<file path="config.mk">
export PLATFORM = sky130hd
export DESIGN_NAME = t8w_timer
export DESIGN_NICKNAME = d
export VERILOG_FILES = /design/src/logic/t8w_pkg.sv /design/src/logic/t8w_prescaler.sv /design/src/logic/t8w_timer.sv
export SDC_FILE = /design/constraint.sdc
export NUM_CORES = 1
export LEC_CHECK = 0
export ABC_AREA = 1
export BUFFER_PORTS_ARGS = -buffer_cell sky130_fd_sc_hd__buf_2
export CORE_MARGIN = 3
export CORE_UTILIZATION = 56
export DETAILED_ROUTE_END_ITERATION = 8
export PLACE_DENSITY = 0.77
export RECOVER_POWER = 25
export SYNTH_ARGS = -nofsm -noshare
export SYNTH_HDL_FRONTEND = slang
export SYNTH_SLANG_ARGS = --single-unit
</file>
<file path="constraint.sdc">
create_clock -name clock_i -period 2.8 [get_ports clock_i]
set_input_delay 0.56 -clock clock_i [delete_from_list [all_inputs] [get_ports clock_i]]
set_output_delay 0.56 -clock clock_i [all_outputs]
set_load 0.05 [all_outputs]
</file>
<file path="src/logic/t8w_pkg.sv">
package t8w_pkg;

  // ----------------------------------------------------------------
  // Register offsets (byte addresses)
  // ----------------------------------------------------------------
  localparam logic [7:0] OFS_CTL_A = 8'h00;
  localparam logic [7:0] OFS_CTL_B = 8'h04;
  localparam logic [7:0] OFS_COUNT = 8'h08;
  localparam logic [7:0] OFS_CMP_A = 8'h0C;
  localparam logic [7:0] OFS_CMP_B = 8'h10;
  localparam logic [7:0] OFS_STATUS = 8'h14;
  localparam logic [7:0] OFS_MASK = 8'h18;
  localparam logic [7:0] OFS_PIN_DIR = 8'h1C;

  // ----------------------------------------------------------------
  // Field positions
  // ----------------------------------------------------------------
  localparam int OUT_MODE_A_LSB = 6;
  localparam int OUT_MODE_B_LSB = 4;
  localparam int WAVE_LOW_LSB = 0;
  localparam int WAVE_BIT2_POS = 3;
  localparam int CLK_SEL_LSB = 0;
  localparam int ST_OVF = 0;
  localparam int ST_MATCH_A = 1;
  localparam int ST_MATCH_B = 2;
  localparam logic [7:0] CTL_A_WMASK = 8'hF3;

  // ----------------------------------------------------------------
  // Reset values
  // ----------------------------------------------------------------
  localparam logic [7:0] RST_BYTE = 8'h00;
  localparam logic [2:0] RST_CLK_SEL = 3'h0;
  localparam logic [2:0] RST_FLAGS = 3'h0;
  localparam logic [1:0] RST_DIR = 2'h0;

  // ----------------------------------------------------------------
  // Counter limits and modes
  // ----------------------------------------------------------------
  localparam logic [7:0] CNT_MAX = 8'hFF;
  localparam logic [7:0] CNT_BOTTOM = 8'h00;
  localparam logic [2:0] MODE_NORMAL = 3'h0;
  localparam logic [2:0] MODE_PC_FF = 3'h1;
  localparam logic [2:0] MODE_CTC = 3'h2;
  localparam logic [2:0] MODE_FAST_FF = 3'h3;
  localparam logic [2:0] MODE_PC_A = 3'h5;
  localparam logic [2:0] MODE_FAST_A = 3'h7;

  // ----------------------------------------------------------------
  // Clock select codes and prescaler masks
  // ----------------------------------------------------------------
  localparam logic [2:0] CS_DIV1 = 3'h1;
  localparam logic [2:0] CS_DIV8 = 3'h2;
  localparam logic [2:0] CS_DIV64 = 3'h3;
  localparam logic [2:0] CS_DIV256 = 3'h4;
  localparam logic [2:0] CS_DIV1024 = 3'h5;
  localparam logic [9:0] PRE_MASK_8 = 10'h007;
  localparam logic [9:0] PRE_MASK_64 = 10'h03F;
  localparam logic [9:0] PRE_MASK_256 = 10'h0FF;
  localparam logic [9:0] PRE_MASK_1024 = 10'h3FF;
  localparam logic [9:0] PRE_RST = 10'h000;

  localparam logic [1:0] HTRANS_NONSEQ = 2'h2;

endpackage

</file>
<file path="src/logic/t8w_prescaler.sv">
`timescale 1ns/1ns
module t8w_prescaler
  import t8w_pkg::*;
(
  input wire logic clock_i, // System clock
  input wire logic nrst_i, // Async reset, low
  input wire logic [2:0] clk_sel_i, // Prescale select
  output logic tick_o // One-cycle timer enable
);

  logic [9:0] pre_cnt_reg;
  logic tick_reg;
  logic [9:0] mask;

  always_comb
  begin
    mask = PRE_MASK_1024;
    if (clk_sel_i == CS_DIV8)
      mask = PRE_MASK_8;
    else if (clk_sel_i == CS_DIV64)
      mask = PRE_MASK_64;
    else if (clk_sel_i == CS_DIV256)
      mask = PRE_MASK_256;
  end

  always_ff @(posedge clock_i or negedge nrst_i)
  begin
    if (!nrst_i)
      pre_cnt_reg <= PRE_RST;
    else
      pre_cnt_reg <= pre_cnt_reg + 10'h001;
  end

  // Enable pulse, never a derived clock
  always_ff @(posedge clock_i or negedge nrst_i)
  begin
    if (!nrst_i)
      tick_reg <= 1'b0;
    else if (clk_sel_i == CS_DIV1)
      tick_reg <= 1'b1;
    else if (clk_sel_i > CS_DIV1 && clk_sel_i <= CS_DIV1024)
      tick_reg <= (pre_cnt_reg & mask) == mask;
    else
      tick_reg <= 1'b0;
  end

  assign tick_o = tick_reg;

  div8_gap_a:
  assert property (@(posedge clock_i) disable iff (!nrst_i)
    (tick_reg && clk_sel_i == CS_DIV8 && $past(clk_sel_i) == CS_DIV8)
    |=> !tick_reg [*7])
  else $error("tick spacing wrong for divide by 8");

endmodule

</file>
<file path="src/logic/t8w_timer.sv">
// Overview of operation
// - Counter advances only on tick enable
// - Tick divides clock by 1/8/64/256/1024
// - Phase-correct extremes give constant output level
// - Phase-correct: missed up match applied at top
// - Nonzero output mode overrides port function
// - Pin driven only when direction is output
// - A non-PWM: off, toggle, clear, set
// - A fast PWM: toggle needs bit2; clear/set
// - A phase-correct: up/down match clear/set
// - B non-PWM: off, toggle, clear, set
// - B fast PWM: toggle reserved; clear/set
// - B phase-correct: toggle reserved; up/down
// - Fast PWM: match at TOP ignored
// - Phase-correct: match at TOP acts at TOP
// - Mode from low bits plus bit2
// - Mode decode and TOP selection
// - Compare update and overflow point per mode
// - Control A bits 3:2 read zero
`timescale 1ns/1ns
module t8w_timer
  import t8w_pkg::*;
(
  input wire logic clock_i, // 20 MHz clock
  input wire logic nrst_i, // Async reset, low
  input wire logic hsel_i, // AHB select
  input wire logic [31:0] haddr_i, // AHB address
  input wire logic [1:0] htrans_i, // AHB transfer type
  input wire logic hwrite_i, // AHB write
  input wire logic [2:0] hsize_i, // AHB size
  input wire logic [31:0] hwdata_i, // AHB write data
  input wire logic hready_i, // AHB bus ready
  output logic [31:0] hrdata_o, // AHB read data
  output logic hreadyout_o, // AHB slave ready
  output logic hresp_o, // AHB response
  output logic wave_out_a_o, // Channel A level
  output logic wave_oe_a_o, // Channel A drive enable
  output logic wave_sel_a_o, // Channel A owns pin
  output logic wave_out_b_o, // Channel B level
  output logic wave_oe_b_o, // Channel B drive enable
  output logic wave_sel_b_o, // Channel B owns pin
  output logic irq_o // Level interrupt
);

  // ----------------------------------------------------------------
  // Registers and decode
  // ----------------------------------------------------------------
  logic [7:0] ctl_a_reg;
  logic wave_mode_bit2_reg;
  logic [2:0] clk_sel_reg;
  logic [7:0] count_reg;
  logic [7:0] count_next;
  logic count_up_reg;
  logic match_block_reg;
  logic [2:0] status_reg;
  logic [2:0] status_next;
  logic [2:0] mask_reg;
  logic [1:0] pin_dir_reg;
  logic irq_reg;
  logic wr_pend_reg;
  logic [7:0] wr_addr_reg;
  logic [31:0] hrdata_reg;
  logic hready_reg;
  logic [31:0] rd_data;
  logic [7:0] cmp_buf_w [2];
  logic [7:0] cmp_act_w [2];
  logic [1:0] wave_w;
  logic [1:0] oe_w;
  logic [1:0] sel_w;
  logic [1:0] hit_w;
  logic [2:0] mode;
  logic is_pc;
  logic is_fast;
  logic is_nonpwm;
  logic [7:0] top;
  logic at_top;
  logic tick;
  logic accept;
  logic rd_status;
  logic cnt_wr;
  logic [7:0] wdata;
  logic ovf_evt;

  assign mode = {wave_mode_bit2_reg, ctl_a_reg[1:0]};
  assign is_pc = mode == MODE_PC_FF || mode == MODE_PC_A;
  assign is_fast = mode == MODE_FAST_FF || mode == MODE_FAST_A;
  assign is_nonpwm = mode == MODE_NORMAL || mode == MODE_CTC;
  assign top = (mode == MODE_CTC || mode == MODE_PC_A ||
                mode == MODE_FAST_A) ? cmp_act_w[0] : CNT_MAX;
  assign at_top = count_reg == top;
  assign accept = hsel_i && hready_i && htrans_i == HTRANS_NONSEQ;
  assign rd_status = accept && !hwrite_i && haddr_i[7:0] == OFS_STATUS;
  assign wdata = hwdata_i[7:0];
  assign cnt_wr = wr_pend_reg && wr_addr_reg == OFS_COUNT;

  t8w_prescaler u_pre (
    .clock_i(clock_i),
    .nrst_i(nrst_i),
    .clk_sel_i(clk_sel_reg),
    .tick_o(tick)
  );

  // ----------------------------------------------------------------
  // AHB-Lite slave: writes take one wait state, reads none
  // ----------------------------------------------------------------
  always_comb
  begin
    rd_data = 32'h0000_0000;
    if (haddr_i[7:0] == OFS_CTL_A)
      rd_data[7:0] = ctl_a_reg & CTL_A_WMASK;
    else if (haddr_i[7:0] == OFS_CTL_B)
      rd_data[7:0] = {4'h0, wave_mode_bit2_reg, clk_sel_reg};
    else if (haddr_i[7:0] == OFS_COUNT)
      rd_data[7:0] = count_reg;
    else if (haddr_i[7:0] == OFS_CMP_A)
      rd_data[7:0] = cmp_buf_w[0];
    else if (haddr_i[7:0] == OFS_CMP_B)
      rd_data[7:0] = cmp_buf_w[1];
    else if (haddr_i[7:0] == OFS_STATUS)
      rd_data[2:0] = status_reg;
    else if (haddr_i[7:0] == OFS_MASK)
      rd_data[2:0] = mask_reg;
    else if (haddr_i[7:0] == OFS_PIN_DIR)
      rd_data[1:0] = pin_dir_reg;
  end

  always_ff @(posedge clock_i or negedge nrst_i)
  begin
    if (!nrst_i)
    begin
      wr_pend_reg <= 1'b0;
      wr_addr_reg <= RST_BYTE;
      hready_reg <= 1'b1;
      hrdata_reg <= 32'h0000_0000;
    end
    else if (wr_pend_reg)
    begin
      wr_pend_reg <= 1'b0;
      hready_reg <= 1'b1;
    end
    else if (accept && hwrite_i)
    begin
      wr_pend_reg <= 1'b1;
      wr_addr_reg <= haddr_i[7:0];
      hready_reg <= 1'b0;
    end
    else if (accept)
      hrdata_reg <= rd_data;
  end

  always_ff @(posedge clock_i or negedge nrst_i)
  begin
    if (!nrst_i)
    begin
      ctl_a_reg <= RST_BYTE;
      wave_mode_bit2_reg <= 1'b0;
      clk_sel_reg <= RST_CLK_SEL;
      mask_reg <= RST_FLAGS;
      pin_dir_reg <= RST_DIR;
    end
    else if (wr_pend_reg)
    begin
      if (wr_addr_reg == OFS_CTL_A)
        ctl_a_reg <= wdata & CTL_A_WMASK;
      else if (wr_addr_reg == OFS_CTL_B)
      begin
        wave_mode_bit2_reg <= wdata[WAVE_BIT2_POS];
        clk_sel_reg <= wdata[CLK_SEL_LSB +: 3];
      end
      else if (wr_addr_reg == OFS_MASK)
        mask_reg <= wdata[2:0];
      else if (wr_addr_reg == OFS_PIN_DIR)
        pin_dir_reg <= wdata[1:0];
    end
  end

  // ----------------------------------------------------------------
  // Counter
  // ----------------------------------------------------------------
  always_comb
  begin
    count_next = count_reg;
    if (is_pc)
    begin
      if (count_up_reg && at_top)
        count_next = count_reg - 8'h01;
      else if (!count_up_reg && count_reg == CNT_BOTTOM)
        count_next = count_reg + 8'h01;
      else if (count_up_reg)
        count_next = count_reg + 8'h01;
      else
        count_next = count_reg - 8'h01;
    end
    else if (mode == MODE_CTC || is_fast)
      count_next = at_top ? CNT_BOTTOM : count_reg + 8'h01;
    else if (mode == MODE_NORMAL)
      count_next = count_reg + 8'h01;
  end

  always_ff @(posedge clock_i or negedge nrst_i)
  begin
    if (!nrst_i)
    begin
      count_reg <= RST_BYTE;
      count_up_reg <= 1'b1;
      match_block_reg <= 1'b0;
    end
    else if (cnt_wr)
    begin
      count_reg <= wdata;
      match_block_reg <= 1'b1;
    end
    else if (tick)
    begin
      count_reg <= count_next;
      match_block_reg <= 1'b0;
      if (!is_pc || count_reg == CNT_BOTTOM)
        count_up_reg <= 1'b1;
      else if (at_top)
        count_up_reg <= 1'b0;
    end
  end

  // ----------------------------------------------------------------
  // Status flags, read clears, set wins
  // ----------------------------------------------------------------
  always_comb
  begin
    ovf_evt = 1'b0;
    if (tick && !cnt_wr)
    begin
      if (is_pc)
        ovf_evt = !count_up_reg && count_reg == CNT_BOTTOM;
      else if (mode == MODE_FAST_A)
        ovf_evt = at_top;
      else if (is_nonpwm || mode == MODE_FAST_FF)
        ovf_evt = count_reg == CNT_MAX;
    end
    status_next = rd_status ? RST_FLAGS : status_reg;
    status_next[ST_OVF] = status_next[ST_OVF] | ovf_evt;
    status_next[ST_MATCH_A] = status_next[ST_MATCH_A] | hit_w[0];
    status_next[ST_MATCH_B] = status_next[ST_MATCH_B] | hit_w[1];
  end

  always_ff @(posedge clock_i or negedge nrst_i)
  begin
    if (!nrst_i)
    begin
      status_reg <= RST_FLAGS;
      irq_reg <= 1'b0;
    end
    else
    begin
      status_reg <= status_next;
      irq_reg <= |(status_reg & mask_reg);
    end
  end

  // ----------------------------------------------------------------
  // Compare channels: A is index 0, B is index 1
  // ----------------------------------------------------------------
  for (genvar ch = 0; ch < 2; ch++)
  begin : g_ch
    logic [7:0] buf_reg;
    logic [7:0] act_reg;
    logic wave_reg;
    logic wave_next;
    logic oe_reg;
    logic sel_reg;
    logic seen_reg;
    logic seen_next;
    logic [1:0] com;
    logic hit;
    logic ign;
    logic tog_ok;
    logic up_ph;
    logic [7:0] ofs;

    assign ofs = (ch == 0) ? OFS_CMP_A : OFS_CMP_B;
    assign com = ctl_a_reg[((ch == 0) ? OUT_MODE_A_LSB : OUT_MODE_B_LSB) +: 2];
    assign hit = tick && !match_block_reg && !cnt_wr &&
                 count_reg == act_reg;
    assign ign = act_reg == top && com[1];
    assign tog_ok = (ch == 0) && wave_mode_bit2_reg;
    assign up_ph = count_up_reg || count_reg == CNT_BOTTOM;

    always_ff @(posedge clock_i or negedge nrst_i)
    begin
      if (!nrst_i)
      begin
        buf_reg <= RST_BYTE;
        act_reg <= RST_BYTE;
      end
      else if (wr_pend_reg && wr_addr_reg == ofs)
      begin
        buf_reg <= wdata;
        if (!is_pc && !is_fast)
          act_reg <= wdata;
      end
      else if (tick && at_top && (is_fast || (is_pc && count_up_reg)))
        act_reg <= buf_reg;
    end

    always_comb
    begin
      wave_next = wave_reg;
      seen_next = seen_reg;
      if (is_nonpwm)
      begin
        if (hit && com == 2'h1)
          wave_next = !wave_reg;
        else if (hit && com[1])
          wave_next = com[0];
      end
      else if (is_fast)
      begin
        if (hit && com == 2'h1 && tog_ok)
          wave_next = !wave_reg;
        else if (tick && com[1] && at_top)
          wave_next = !com[0];
        else if (hit && com[1] && !ign)
          wave_next = com[0];
      end
      else if (is_pc)
      begin
        if (hit && com == 2'h1 && tog_ok)
          wave_next = !wave_reg;
        else if (tick && com[1] && count_up_reg && at_top)
        begin
          if (ign)
            wave_next = !com[0];
          else if (!seen_reg && !hit)
            wave_next = com[0];
          seen_next = 1'b0;
        end
        else if (hit && com[1])
        begin
          wave_next = up_ph ? com[0] : !com[0];
          seen_next = seen_reg | up_ph;
        end
      end
    end

    always_ff @(posedge clock_i or negedge nrst_i)
    begin
      if (!nrst_i)
      begin
        wave_reg <= 1'b0;
        seen_reg <= 1'b0;
        oe_reg <= 1'b0;
        sel_reg <= 1'b0;
      end
      else
      begin
        wave_reg <= wave_next;
        seen_reg <= seen_next;
        sel_reg <= |com;
        oe_reg <= (|com) && pin_dir_reg[ch];
      end
    end

    assign cmp_buf_w[ch] = buf_reg;
    assign cmp_act_w[ch] = act_reg;
    assign wave_w[ch] = wave_reg;
    assign oe_w[ch] = oe_reg;
    assign sel_w[ch] = sel_reg;
    assign hit_w[ch] = hit;
  end

  // ----------------------------------------------------------------
  // Outputs
  // ----------------------------------------------------------------
  assign hrdata_o = hrdata_reg;
  assign hreadyout_o = hready_reg;
  assign hresp_o = 1'b0;
  assign wave_out_a_o = wave_w[0];
  assign wave_oe_a_o = oe_w[0];
  assign wave_sel_a_o = sel_w[0];
  assign wave_out_b_o = wave_w[1];
  assign wave_oe_b_o = oe_w[1];
  assign wave_sel_b_o = sel_w[1];
  assign irq_o = irq_reg;

  // ----------------------------------------------------------------
  // Checks
  // ----------------------------------------------------------------
  count_hold_a:
  assert property (@(posedge clock_i) disable iff (!nrst_i)
    (!tick && !cnt_wr) |=> count_reg == $past(count_reg))
  else $error("counter moved without tick");

  pc_zero_low_a:
  assert property (@(posedge clock_i) disable iff (!nrst_i)
    (is_pc && ctl_a_reg[7:6] == 2'h2 && cmp_act_w[0] == 8'h00 && tick &&
     !match_block_reg && count_reg == 8'h00) |=> !wave_w[0])
  else $error("phase correct zero compare not low");

  pin_select_a:
  assert property (@(posedge clock_i) disable iff (!nrst_i)
    (ctl_a_reg[7:6] != 2'h0) |=> wave_sel_a_o)
  else $error("nonzero mode did not take pin");

  drive_dir_a:
  assert property (@(posedge clock_i) disable iff (!nrst_i)
    !pin_dir_reg[1] |=> !wave_oe_b_o)
  else $error("driver on while direction is input");

  toggle_a_a:
  assert property (@(posedge clock_i) disable iff (!nrst_i)
    (is_nonpwm && ctl_a_reg[7:6] == 2'h1 && hit_w[0])
    |=> wave_w[0] != $past(wave_w[0]))
  else $error("channel A did not toggle on match");

  fast_bottom_a:
  assert property (@(posedge clock_i) disable iff (!nrst_i)
    (is_fast && ctl_a_reg[7:6] == 2'h2 && tick && at_top) |=> wave_w[0])
  else $error("fast mode not set at bottom");

  pc_up_clear_a:
  assert property (@(posedge clock_i) disable iff (!nrst_i)
    (is_pc && ctl_a_reg[7:6] == 2'h2 && hit_w[0] && count_up_reg &&
     !at_top) |=> !wave_w[0])
  else $error("up count match did not clear A");

  b_reserved_a:
  assert property (@(posedge clock_i) disable iff (!nrst_i)
    (is_fast && ctl_a_reg[5:4] == 2'h1) |=> $stable(wave_w[1]))
  else $error("reserved B mode changed output");

  ctc_wrap_a:
  assert property (@(posedge clock_i) disable iff (!nrst_i)
    (mode == MODE_CTC && tick && !cnt_wr && count_reg == cmp_act_w[0])
    |=> count_reg == 8'h00)
  else $error("clear on match mode did not wrap");

  pc_ovf_a:
  assert property (@(posedge clock_i) disable iff (!nrst_i)
    (is_pc && tick && !cnt_wr && !count_up_reg && count_reg == 8'h00)
    |=> status_reg[0])
  else $error("overflow not flagged at bottom");

endmodule

</file>
==> results of run 1 <==
[power breakdown]
group	internal, mW	switching (mW)	total (mW)
Sequential	1.62	0.311	1.93
Combinational	0.711	1.53	2.24
Clock	0.337	0.535	0.871
Total	2.66	2.37	5.04
[routing by layer]
layer,up-vias,part of all wire
li1,2677,-
met1,2612,0.44
met2,208,0.46
met3,40,0.065
met4,0,0.033
met5,-,0
[metrics by stage]
stage / instance area, sq um / setup slack (ns)
floorplan: 6200 / 0.795
global placement: 6320 / 0.364
detailed placement: 6320 / 0.282
CTS: 6500 / 0.262
global route: 6480 / 0.0294
finish: 6480 / 0.205
[critical path, cell delays in order, from the launching register on]
cell and delay, ns:
dfrtp_1 0.52, nor2_8 0.22, nand2_4 0.07, nand2_4 0.14, buf_4 0.19, nand3_1 0.07
nand2_1 0.12, and2_1 0.13, nand2_1 0.05, nor2_2 0.21, nand2_2 0.09, nand2_2 0.14
nand2_2 0.12, o211ai_1 0.22, nand3_1 0.14
[synth_stat cells (8+ instances only)]
master / number
xnor2_1: 14
o21a_1: 8
buf_4: 26
dfrtp_1: 96
nand3_1: 60
nand2_2: 13
nand2_1: 220
o221ai_1: 8
nor3_1: 16
o21ai_1: 12
xor2_1: 24
nor2_1: 61
o21ai_0: 60
a21oi_1: 17
clkbuf_1: 14
inv_1: 114
nand4_1: 15
[path summary, 6_finish.rpt]
path	to	cells past startpoint	slack, ns	from
max	count_reg[5]$_DFFE_PN0P_	14	0.21	g_ch[0].tog_ok$_DFFE_PN0P_
min	wr_addr_reg[5]$_DFFE_PN0P_	1	0.38	nrst_i
max reg2reg	count_reg[5]$_DFFE_PN0P_	14	0.21	g_ch[0].tog_ok$_DFFE_PN0P_
min reg2reg	u_pre.pre_cnt_reg[0]$_DFF_PN0_	1	0.47	u_pre.pre_cnt_reg[0]$_DFF_PN0_
max in group asynchronous	g_ch[1].act_reg[2]$_DFFE_PN0P_	2	0.52	nrst_i
min in group clock_i	wr_addr_reg[6]$_DFFE_PN0P_	3	0.40	haddr_i[6]
[placed cells by master, fill, tap and decap left out, types with 9 or more instances in the layout]
cell type / count
nand2_1: 220
inv_1: 114
dfrtp_1: 96
nor2_1: 61
nand3_1: 60
o21ai_0: 60
buf_2: 37
conb_1: 25
xor2_1: 24
a21oi_1: 17
nor3_1: 16
nand4_1: 15
xnor2_1: 14
nand2_2: 13
o21ai_1: 12
clkbuf_8: 9
buf_4: 9
[area by class of cell]
class                   count  area (sq um)  share of cell area
clock buffers              11           131              0.0203
clock inverters             5          43.8             0.00676
inverters                 115           432              0.0666
multi-input cells         593          2990               0.461
flip-flops and latches     98          2450               0.379
well taps                 136           170              0.0262
repair buffers             48           263              0.0405
[cell families (layout without fill, tap and decap cells)]
logic type | Yosys count | after routing | synth area share
buffers and inverters | 163 | 179 | 0.124
adders and majority gates | 5 | 5 | 0.0102
DFF | 98 | 98 | 0.402
and+or+nand+nor | 399 | 399 | 0.287
other | 1 | 25 | 0.000614
AOI/OAI and AO/OA | 126 | 126 | 0.122
xor gates and xnor gates | 38 | 38 | 0.0545
==> results by group, run 1 <==
Power and ir drop
  – Power, Total: 5.04 mW
  – Lkg Pwr: 3.52 nW
  – PD cells: 777 nW/um^2
  – Worst VDD drop: 0.000537 V

GRT
  – Met2 Use GR: 0.419
  – Met1 GRT Util: 0.369
  – GRT Resource Usage Total: 0.269
  – GR Util met3: 0.0614
  – Overflow after GRT: 0
  – Vias in the first global route: 5316
  – GR peak layer: met2
  – Largest net degree at the start of global routing: 53
  – First-pass GRT wire length: 26700 um
  – Initial antenna violation count: 0

Die
  – Core Region: 10500 sq um
  – Die width: 110 um
  – Cell Rows: 37
  – Die area: 12200 sq um
  – Die Y-Extent: 110 um
  – Initial Util: 0.584
  – IO Count: 115

Min path
  – Hold Crit Class: in2async

Timing
  – Final setup fails: 0
  – Clock Skews: 0.0101 ns
  – Max Fclk: 385 MHz
  – Rel. slew slack: 0.118
  – Hold WS: 0.383 ns
  – Fin. max-slew vios: 0
  – Worst-margin pin slew: 1.32 ns
  – RSZ-0062 raised after global routing: no
  – Final setup TNS: 0 ns
  – Final Hold Viols: 0
  – Crit share post-route: 0.927
  – Tmin final: 2.59 ns

Yosys
  – Sequential share of the synthesized area: 0.402
  – Synth warn: 0
  – Cell Area, Synth: 6110 sq um
  – Synth Register Bits: 98
  – Synth Flop Type: dfrtp_1
  – Area leader, netlist: dfrtp_1
  – Avg Cell Area, Syn: 7.36 sq um
  – Ranking of synthesized cells by area: dfrtp_1 (39%), nand2_1 (14%), inv_1 (7.0%), nand3_1 (4.9%), o21ai_0 (4.9%)
  – Synthesized instance count: 830
  – Async SR Flop Fraction: 1.00
  – Post-synthesis cell type count: 45
  – Post-synth EDFFs: 0
  – Top cell type's share of synthesized area: 0.393

Drt
  – Drt pass-1 iters: 5
  – Vias/cell: 5.50
  – Routed Antenna Nets: 0
  – DR WL/cell: 15.8 um
  – Via count: 5537
  – DRT iter0 DRCs: 497
  – Final wirelength: 15900 um
  – DRC: 0

CTS
  – Clk sinks: 98
  – Hold buffers post-CTS: 0
  – Post-CTS setup buffers: 0
  – Worst-path clk slew: 0.10 ns
  – Depth of the CTS H-tree: 3
  – CTS tree: done
  – Clock latency at the later pin of the worst-skew pair: 0.39 ns
  – Clock Root Buffer: clkbuf_8
  – CTS buffer count: 9
  – CTS Buffer Depth: 2
  – Post_cts resized: 0

Status
  – Status: complete, no violations

Place
  – Hpwl dp: 12200 um
  – Port Buf Inserts: 38
  – Routability cong.: 0.950
  – Post-placement cell count: 990

Critical path
  – Worst EP required: 3.05 ns
  – Critical path capture point type: flop
  – WS Path Type: reg2reg
  – CP arrival: 2.85 ns
  – Startpoint types: flop
  – Crit-path max FO: 11

Cells and area
  – Core Util, Final: 0.620
  – Fin nets: 944
  – Synthesis-to-layout area growth: 6.15%
  – Share of layout cells above drive strength 1: 0.106
  – Filler instances: 992
  – Fin cells: 1006
  – Inserted Diodes: 0

Job
  – Maxcap violations: 0
Note: power is estimated with default switching activity, not from simulation.
==> run 2: changes to the inputs <==
--- a/config.mk
+++ b/config.mk
@@ -8,9 +8,10 @@
 export ABC_AREA = 1
 export BUFFER_PORTS_ARGS = -buffer_cell sky130_fd_sc_hd__buf_2
 export CORE_MARGIN = 3
-export CORE_UTILIZATION = 56
+export CORE_UTILIZATION = 58
+export CTS_BUF_LIST = sky130_fd_sc_hd__clkbuf_4 sky130_fd_sc_hd__clkbuf_8
 export DETAILED_ROUTE_END_ITERATION = 8
-export PLACE_DENSITY = 0.77
+export PLACE_DENSITY = 0.8
 export RECOVER_POWER = 25
 export SYNTH_ARGS = -nofsm -noshare
 export SYNTH_HDL_FRONTEND = slang
==> run 2 against run 1 <==
The run now ends with max-capacitance violations, max-slew violations left; worst setup slack improved by 0.067 ns; die area down 3.3%; global-route usage rose by 1.9 points.
==> results by group, run 2 (same netlist as run 1, synthesis figures left out) <==
Status
  – Status: complete, but fails checks
  – Failing checks: max-capacitance violations, max-slew violations

Min path
  – Hold Crit Class: in2reg

Drt
  – DR WL/cell: 15.8 um
  – DRC: 0
  – DRT iter0 DRCs: 423
  – Drt pass-1 iters: 9
  – Final wirelength: 15800 um
  – Via count: 5569
  – Routed Antenna Nets: 0
  – Vias/cell: 5.57

Timing
  – Tmin final: 2.53 ns
  – Worst-margin pin slew: 1.71 ns
  – Max Fclk: 396 MHz
  – Fin. max-slew vios: 31
  – Final setup fails: 0
  – Clock Skews: 0.0116 ns
  – Rel. slew slack: -0.140
  – Final worst slack: 0.272 ns
  – RSZ-0062 raised after global routing: no
  – Final setup TNS: 0 ns
  – Final Hold Viols: 0
  – Crit share post-route: 0.903

Power and ir drop
  – Lkg Pwr: 3.53 nW
  – Worst VDD drop: 0.000505 V
  – Power, Total: 5.12 mW
  – PD cells: 786 nW/um^2

Die
  – Cell Rows: 36
  – Die width: 109 um
  – Die Y-Extent: 109 um
  – Core Region: 10000 sq um
  – Die area: 11800 sq um
  – IO Count: 115
  – Initial Util: 0.611

Place
  – Area after DPL: 6310 sq um
  – Hpwl dp: 12200 um
  – Post-placement cell count: 985
  – Port Buf Inserts: 38
  – Routability cong.: 1.01
  – Pre-CTS setup slack: 0.280 ns

Critical path
  – WS Path Type: reg2reg
  – Crit-path max FO: 24
  – Critical path capture point type: flop
  – Worst EP required: 3.10 ns
  – CP arrival: 2.83 ns
  – Startpoint types: flop

Cells and area
  – Synthesis-to-layout area growth: 6.72%
  – Most common cell after layout, fill and taps aside: nand2_1
  – Fin cells: 1000
  – Inserted Diodes: 0
  – Filler instances: 899
  – Share of layout cells above drive strength 1: 0.104
  – Area of the multi-input gates: 3000 sq um
  – Cell area after layout: 6520 sq um
  – FF+latch area: 2450 sq um
  – Most frequent cells in the layout: nand2_1 (220), inv_1 (114), dfrtp_1 (96)
  – Fin nets: 942

GRT
  – Overflow after GRT: 0
  – Largest net degree at the start of global routing: 69
  – Initial antenna violation count: 0
  – Vias in the first global route: 5272
  – GRT Resource Usage Total: 0.288
  – First-pass GRT wire length: 26000 um

CTS
  – Clk sinks: 98
  – Clock Root Buffer: clkbuf_8
  – CTS buffer count: 9
  – CTS tree: done
  – Clock latency at the later pin of the worst-skew pair: 0.39 ns
  – Hold buffers post-CTS: 0
  – Depth of the CTS H-tree: 3
  – CTS Buffer Depth: 2
  – Worst-path clk slew: 0.10 ns

Job
  – Maxcap violations: 1
run 2: final cells by class:
cell class / count / area share
multi-input combinational: 593 / 0.461
sequential: 98 / 0.377
inverter: 115 / 0.0662
timing repair buffer: 46 / 0.0401
tap: 133 / 0.0255
clock buffer: 9 / 0.0190
clock inverter: 6 / 0.0115
run 2: layer usage:
| layer | up-vias | part of all wire | global-route usage |
|---|---|---|---|
| met1 | 2576 | 0.43 | 0.394 |
| met5 | - | 0 | 0 |
| li1 | 2669 | - | - |
| met2 | 288 | 0.47 | 0.462 |
| met4 | 0 | 0.024 | 0.0875 |
| met3 | 36 | 0.081 | 0.0616 |
run 2: report_power, final:
part	internal, mW	switching (mW)	total (mW)
clock network	0.422	0.533	0.955
logic	0.720	1.53	2.25
registers	1.62	0.300	1.92
run 2: worst paths after layout:
kind	slack, ns	start	endpoint	depth (start not counted)
setup / recovery	0.27	g_ch[0].tog_ok$_DFFE_PN0P_	g_ch[1].act_reg[0]$_DFFE_PN0P_	14
hold / removal	0.38	haddr_i[6]	wr_addr_reg[6]$_DFFE_PN0P_	3
setup reg to reg	0.27	g_ch[0].tog_ok$_DFFE_PN0P_	g_ch[1].act_reg[0]$_DFFE_PN0P_	14
hold reg to reg	0.45	u_pre.pre_cnt_reg[0]$_DFF_PN0_	u_pre.pre_cnt_reg[0]$_DFF_PN0_	1
max in group asynchronous	1.11	nrst_i	g_ch[0].buf_reg[4]$_DFFE_PN0P_	2
min in group asynchronous	0.61	nrst_i	wr_addr_reg[5]$_DFFE_PN0P_	1
run 2: metrics by stage:
| step | hold slack (ns) | util |
|---|---|---|
| finish | 0.378 | 0.652 |
| global route | 0.375 | 0.652 |
| CTS | 0.0895 | 0.651 |
| detailed placement | 0.443 | 0.631 |
| global placement | 0.439 | 0.631 |
| floorplan | 0.264 | - |
run 2: repair_timing:
action | in CTS | in global routing
gates resized for setup | 0 | 2
setup buffers | 0 | 0
endpoints found under the setup margin | 0 | 10
run 2: critical path, stage by stage, from the launching register on:
cell and delay, ns:
dfrtp_1 0.58, nand2_1 0.22, nand2_8 0.21, nand2_1 0.09
nand2_1 0.06, nand2_1 0.05, inv_1 0.07, nand2_1 0.13
nor2_4 0.13, nand2_2 0.07, nor3_4 0.23, nand2_2 0.11
o21ai_4 0.23, nand2_1 0.12, o21ai_0 0.11
==> run 3: changes to the inputs <==
--- a/config.mk
+++ b/config.mk
@@ -7,12 +7,13 @@
 export LEC_CHECK = 0
 export ABC_AREA = 1
 export BUFFER_PORTS_ARGS = -buffer_cell sky130_fd_sc_hd__buf_2
-export CORE_MARGIN = 3
+export CORE_MARGIN = 2
 export CORE_UTILIZATION = 58
 export CTS_BUF_LIST = sky130_fd_sc_hd__clkbuf_4 sky130_fd_sc_hd__clkbuf_8
 export DETAILED_ROUTE_END_ITERATION = 8
 export PLACE_DENSITY = 0.8
 export RECOVER_POWER = 25
+export SLEW_MARGIN = 20
 export SYNTH_ARGS = -nofsm -noshare
 export SYNTH_HDL_FRONTEND = slang
 export SYNTH_SLANG_ARGS = --single-unit
==> run 3 against run 2 <==
The run still ends with max-capacitance violations, max-slew violations left; count of clock-buffer cells in the layout grew 1; sequential power is essentially flat; utilization shrank 1.8 points; largest cell class unchanged; largest power group unchanged.
==> results by group, run 3 (same netlist as run 1, synthesis figures left out) <==
Status
  – Status: complete, but fails checks
  – Failing checks: max-capacitance violations, max-slew violations

Die
  – IO Count: 115
  – Cell Rows: 37
  – Initial Util: 0.594
  – Die Y-Extent: 107 um
  – Core Region: 10300 sq um
  – Die width: 107 um
  – Die area: 11400 sq um

Timing
  – Final setup fails: 0
  – Crit share post-route: 0.919
  – Fin. max-slew vios: 37
  – RSZ-0062 raised after global routing: no
  – Rel. slew slack: -0.221
  – Tmin final: 2.57 ns
  – Final Hold Viols: 0
  – Worst-margin pin slew: 1.83 ns
  – Clock Skews: 0.00889 ns
  – Max Fclk: 388 MHz
  – Final setup TNS: 0 ns

CTS
  – Worst-path clk slew: 0.11 ns
  – CTS Buffer Depth: 2
  – Clock latency at the later pin of the worst-skew pair: 0.36 ns
  – CTS buffer count: 9
  – Clock Root Buffer: clkbuf_8
  – Depth of the CTS H-tree: 3
  – Clk sinks: 98
  – CTS tree: done

Cells and area
  – Filler instances: 996
  – FF+latch area: 2460 sq um
  – Most common cell after layout, fill and taps aside: nand2_1
  – Inserted Diodes: 0
  – Most frequent cells in the layout: nand2_1 (220), inv_1 (114), dfrtp_1 (95)
  – Share of layout cells above drive strength 1: 0.107
  – Fin nets: 944
  – Area of the multi-input gates: 3000 sq um
  – Synthesis-to-layout area growth: 6.58%
  – Fin cells: 1006

Critical path
  – Worst EP required: 3.08 ns
  – Worst path slowest cell: dfrtp_2
  – R2R setup slack: 0.23 ns
  – CP arrival: 2.85 ns
  – Critical-path cell list: nor2_8 > nand2_4 > nand2_4 > nand2_1 > nand2_1 > nand2_1 > inv_1 > nand2_1 > nor2_4 > nand2_2 > nor3_4 > nand2_2 > o21ai_4 > nand2_1 > o21ai_0
  – CP peak stage delay: 0.52 ns
  – Crit-path max FO: 24
  – Critical path capture point type: flop
  – Most used cell, CP: nand2_1
  – Startpoint types: flop
  – WS Path Type: reg2reg

Drt
  – Final wirelength: 15000 um
  – DR WL/cell: 14.9 um
  – Via count: 5499
  – Vias/cell: 5.47
  – Routed Antenna Nets: 0
  – Drt pass-1 iters: 6
  – DRC: 0
  – DRT iter0 DRCs: 412

GRT
  – Overflow after GRT: 0
  – Vias in the first global route: 5093
  – Initial antenna violation count: 0
  – GRT Resource Usage Total: 0.283
  – Largest net degree at the start of global routing: 37
  – First-pass GRT wire length: 25300 um

Place
  – Port Buf Inserts: 38
  – Post-placement cell count: 990
  – Hpwl dp: 11600 um
  – Routability cong.: 0.998

Power and ir drop
  – Worst VDD drop: 0.000352 V
  – Lkg Pwr: 3.53 nW
  – PD cells: 775 nW/um^2

Min path
  – Hold Crit Class: in2reg

Job
  – Maxcap violations: 1
## run 3: final timing paths
kind	from	end	cells past startpoint
worst max-delay path	g_ch[0].tog_ok$_DFFE_PN0P_	g_ch[1].act_reg[2]$_DFFE_PN0P_	15
worst max register to register	g_ch[0].tog_ok$_DFFE_PN0P_	g_ch[1].act_reg[2]$_DFFE_PN0P_	15
worst min-delay path	haddr_i[6]	wr_addr_reg[6]$_DFFE_PN0P_	3
max in group asynchronous	nrst_i	u_pre.pre_cnt_reg[1]$_DFF_PN0_	2
worst min register to register	u_pre.pre_cnt_reg[0]$_DFF_PN0_	u_pre.pre_cnt_reg[0]$_DFF_PN0_	1
min in group asynchronous	nrst_i	wr_pend_reg$_DFF_PN0_	1
## run 3: per-stage QoR
step                      utilization  hold WS, ns  area [sq um]  total power [mW]  setup slack, ns
after floorplan                     -        0.264          6200              3.62            0.795
after global placement          0.614        0.443          6310              4.07            0.236
after detailed placement        0.614        0.458          6310              4.10            0.179
after CTS                       0.633        0.133          6510              5.01            0.156
after global routing            0.633        0.419          6510              5.41           0.0454
final                           0.633        0.415          6510              5.05            0.226
## run 3: layout make-up
class,instances,area share
sequential,98,0.377
timing repair buffer,48,0.0400
multi-input combinational,593,0.460
tap,136,0.0261
clock buffer,10,0.0211
inverter,115,0.0663
clock inverter,6,0.00884
## run 3: worst max-delay path: cells and delay by family, from the launching register on
kind / cells / cell delay, ns
DFF: 1 / 0.52
AOI/OAI and AO/OA: 2 / 0.32
and+or+nand+nor: 12 / 1.56
buffers and inverters: 1 / 0.10
## run 3: where the power goes
group	total [mW]	switching [mW]	leakage (nW)	internal [mW]
combinational	2.23	1.51	2.40	0.716
clock	0.909	0.541	0.101	0.369
sequential	1.91	0.289	1.03	1.62
## run 3: per-layer routing
layer	part of all wire	global-route usage	up-vias
met5	0	0	-
met3	0.074	0.0486	35
met1	0.45	0.403	2545
li1	-	-	2676
met4	0.025	0.0909	0
met2	0.45	0.443	243
## run 3: timing repair
item,in CTS,in global routing
hold buffers,0,0
gates resized for setup,0,2
setup buffers,0,0
setup endpoints to repair,0,7
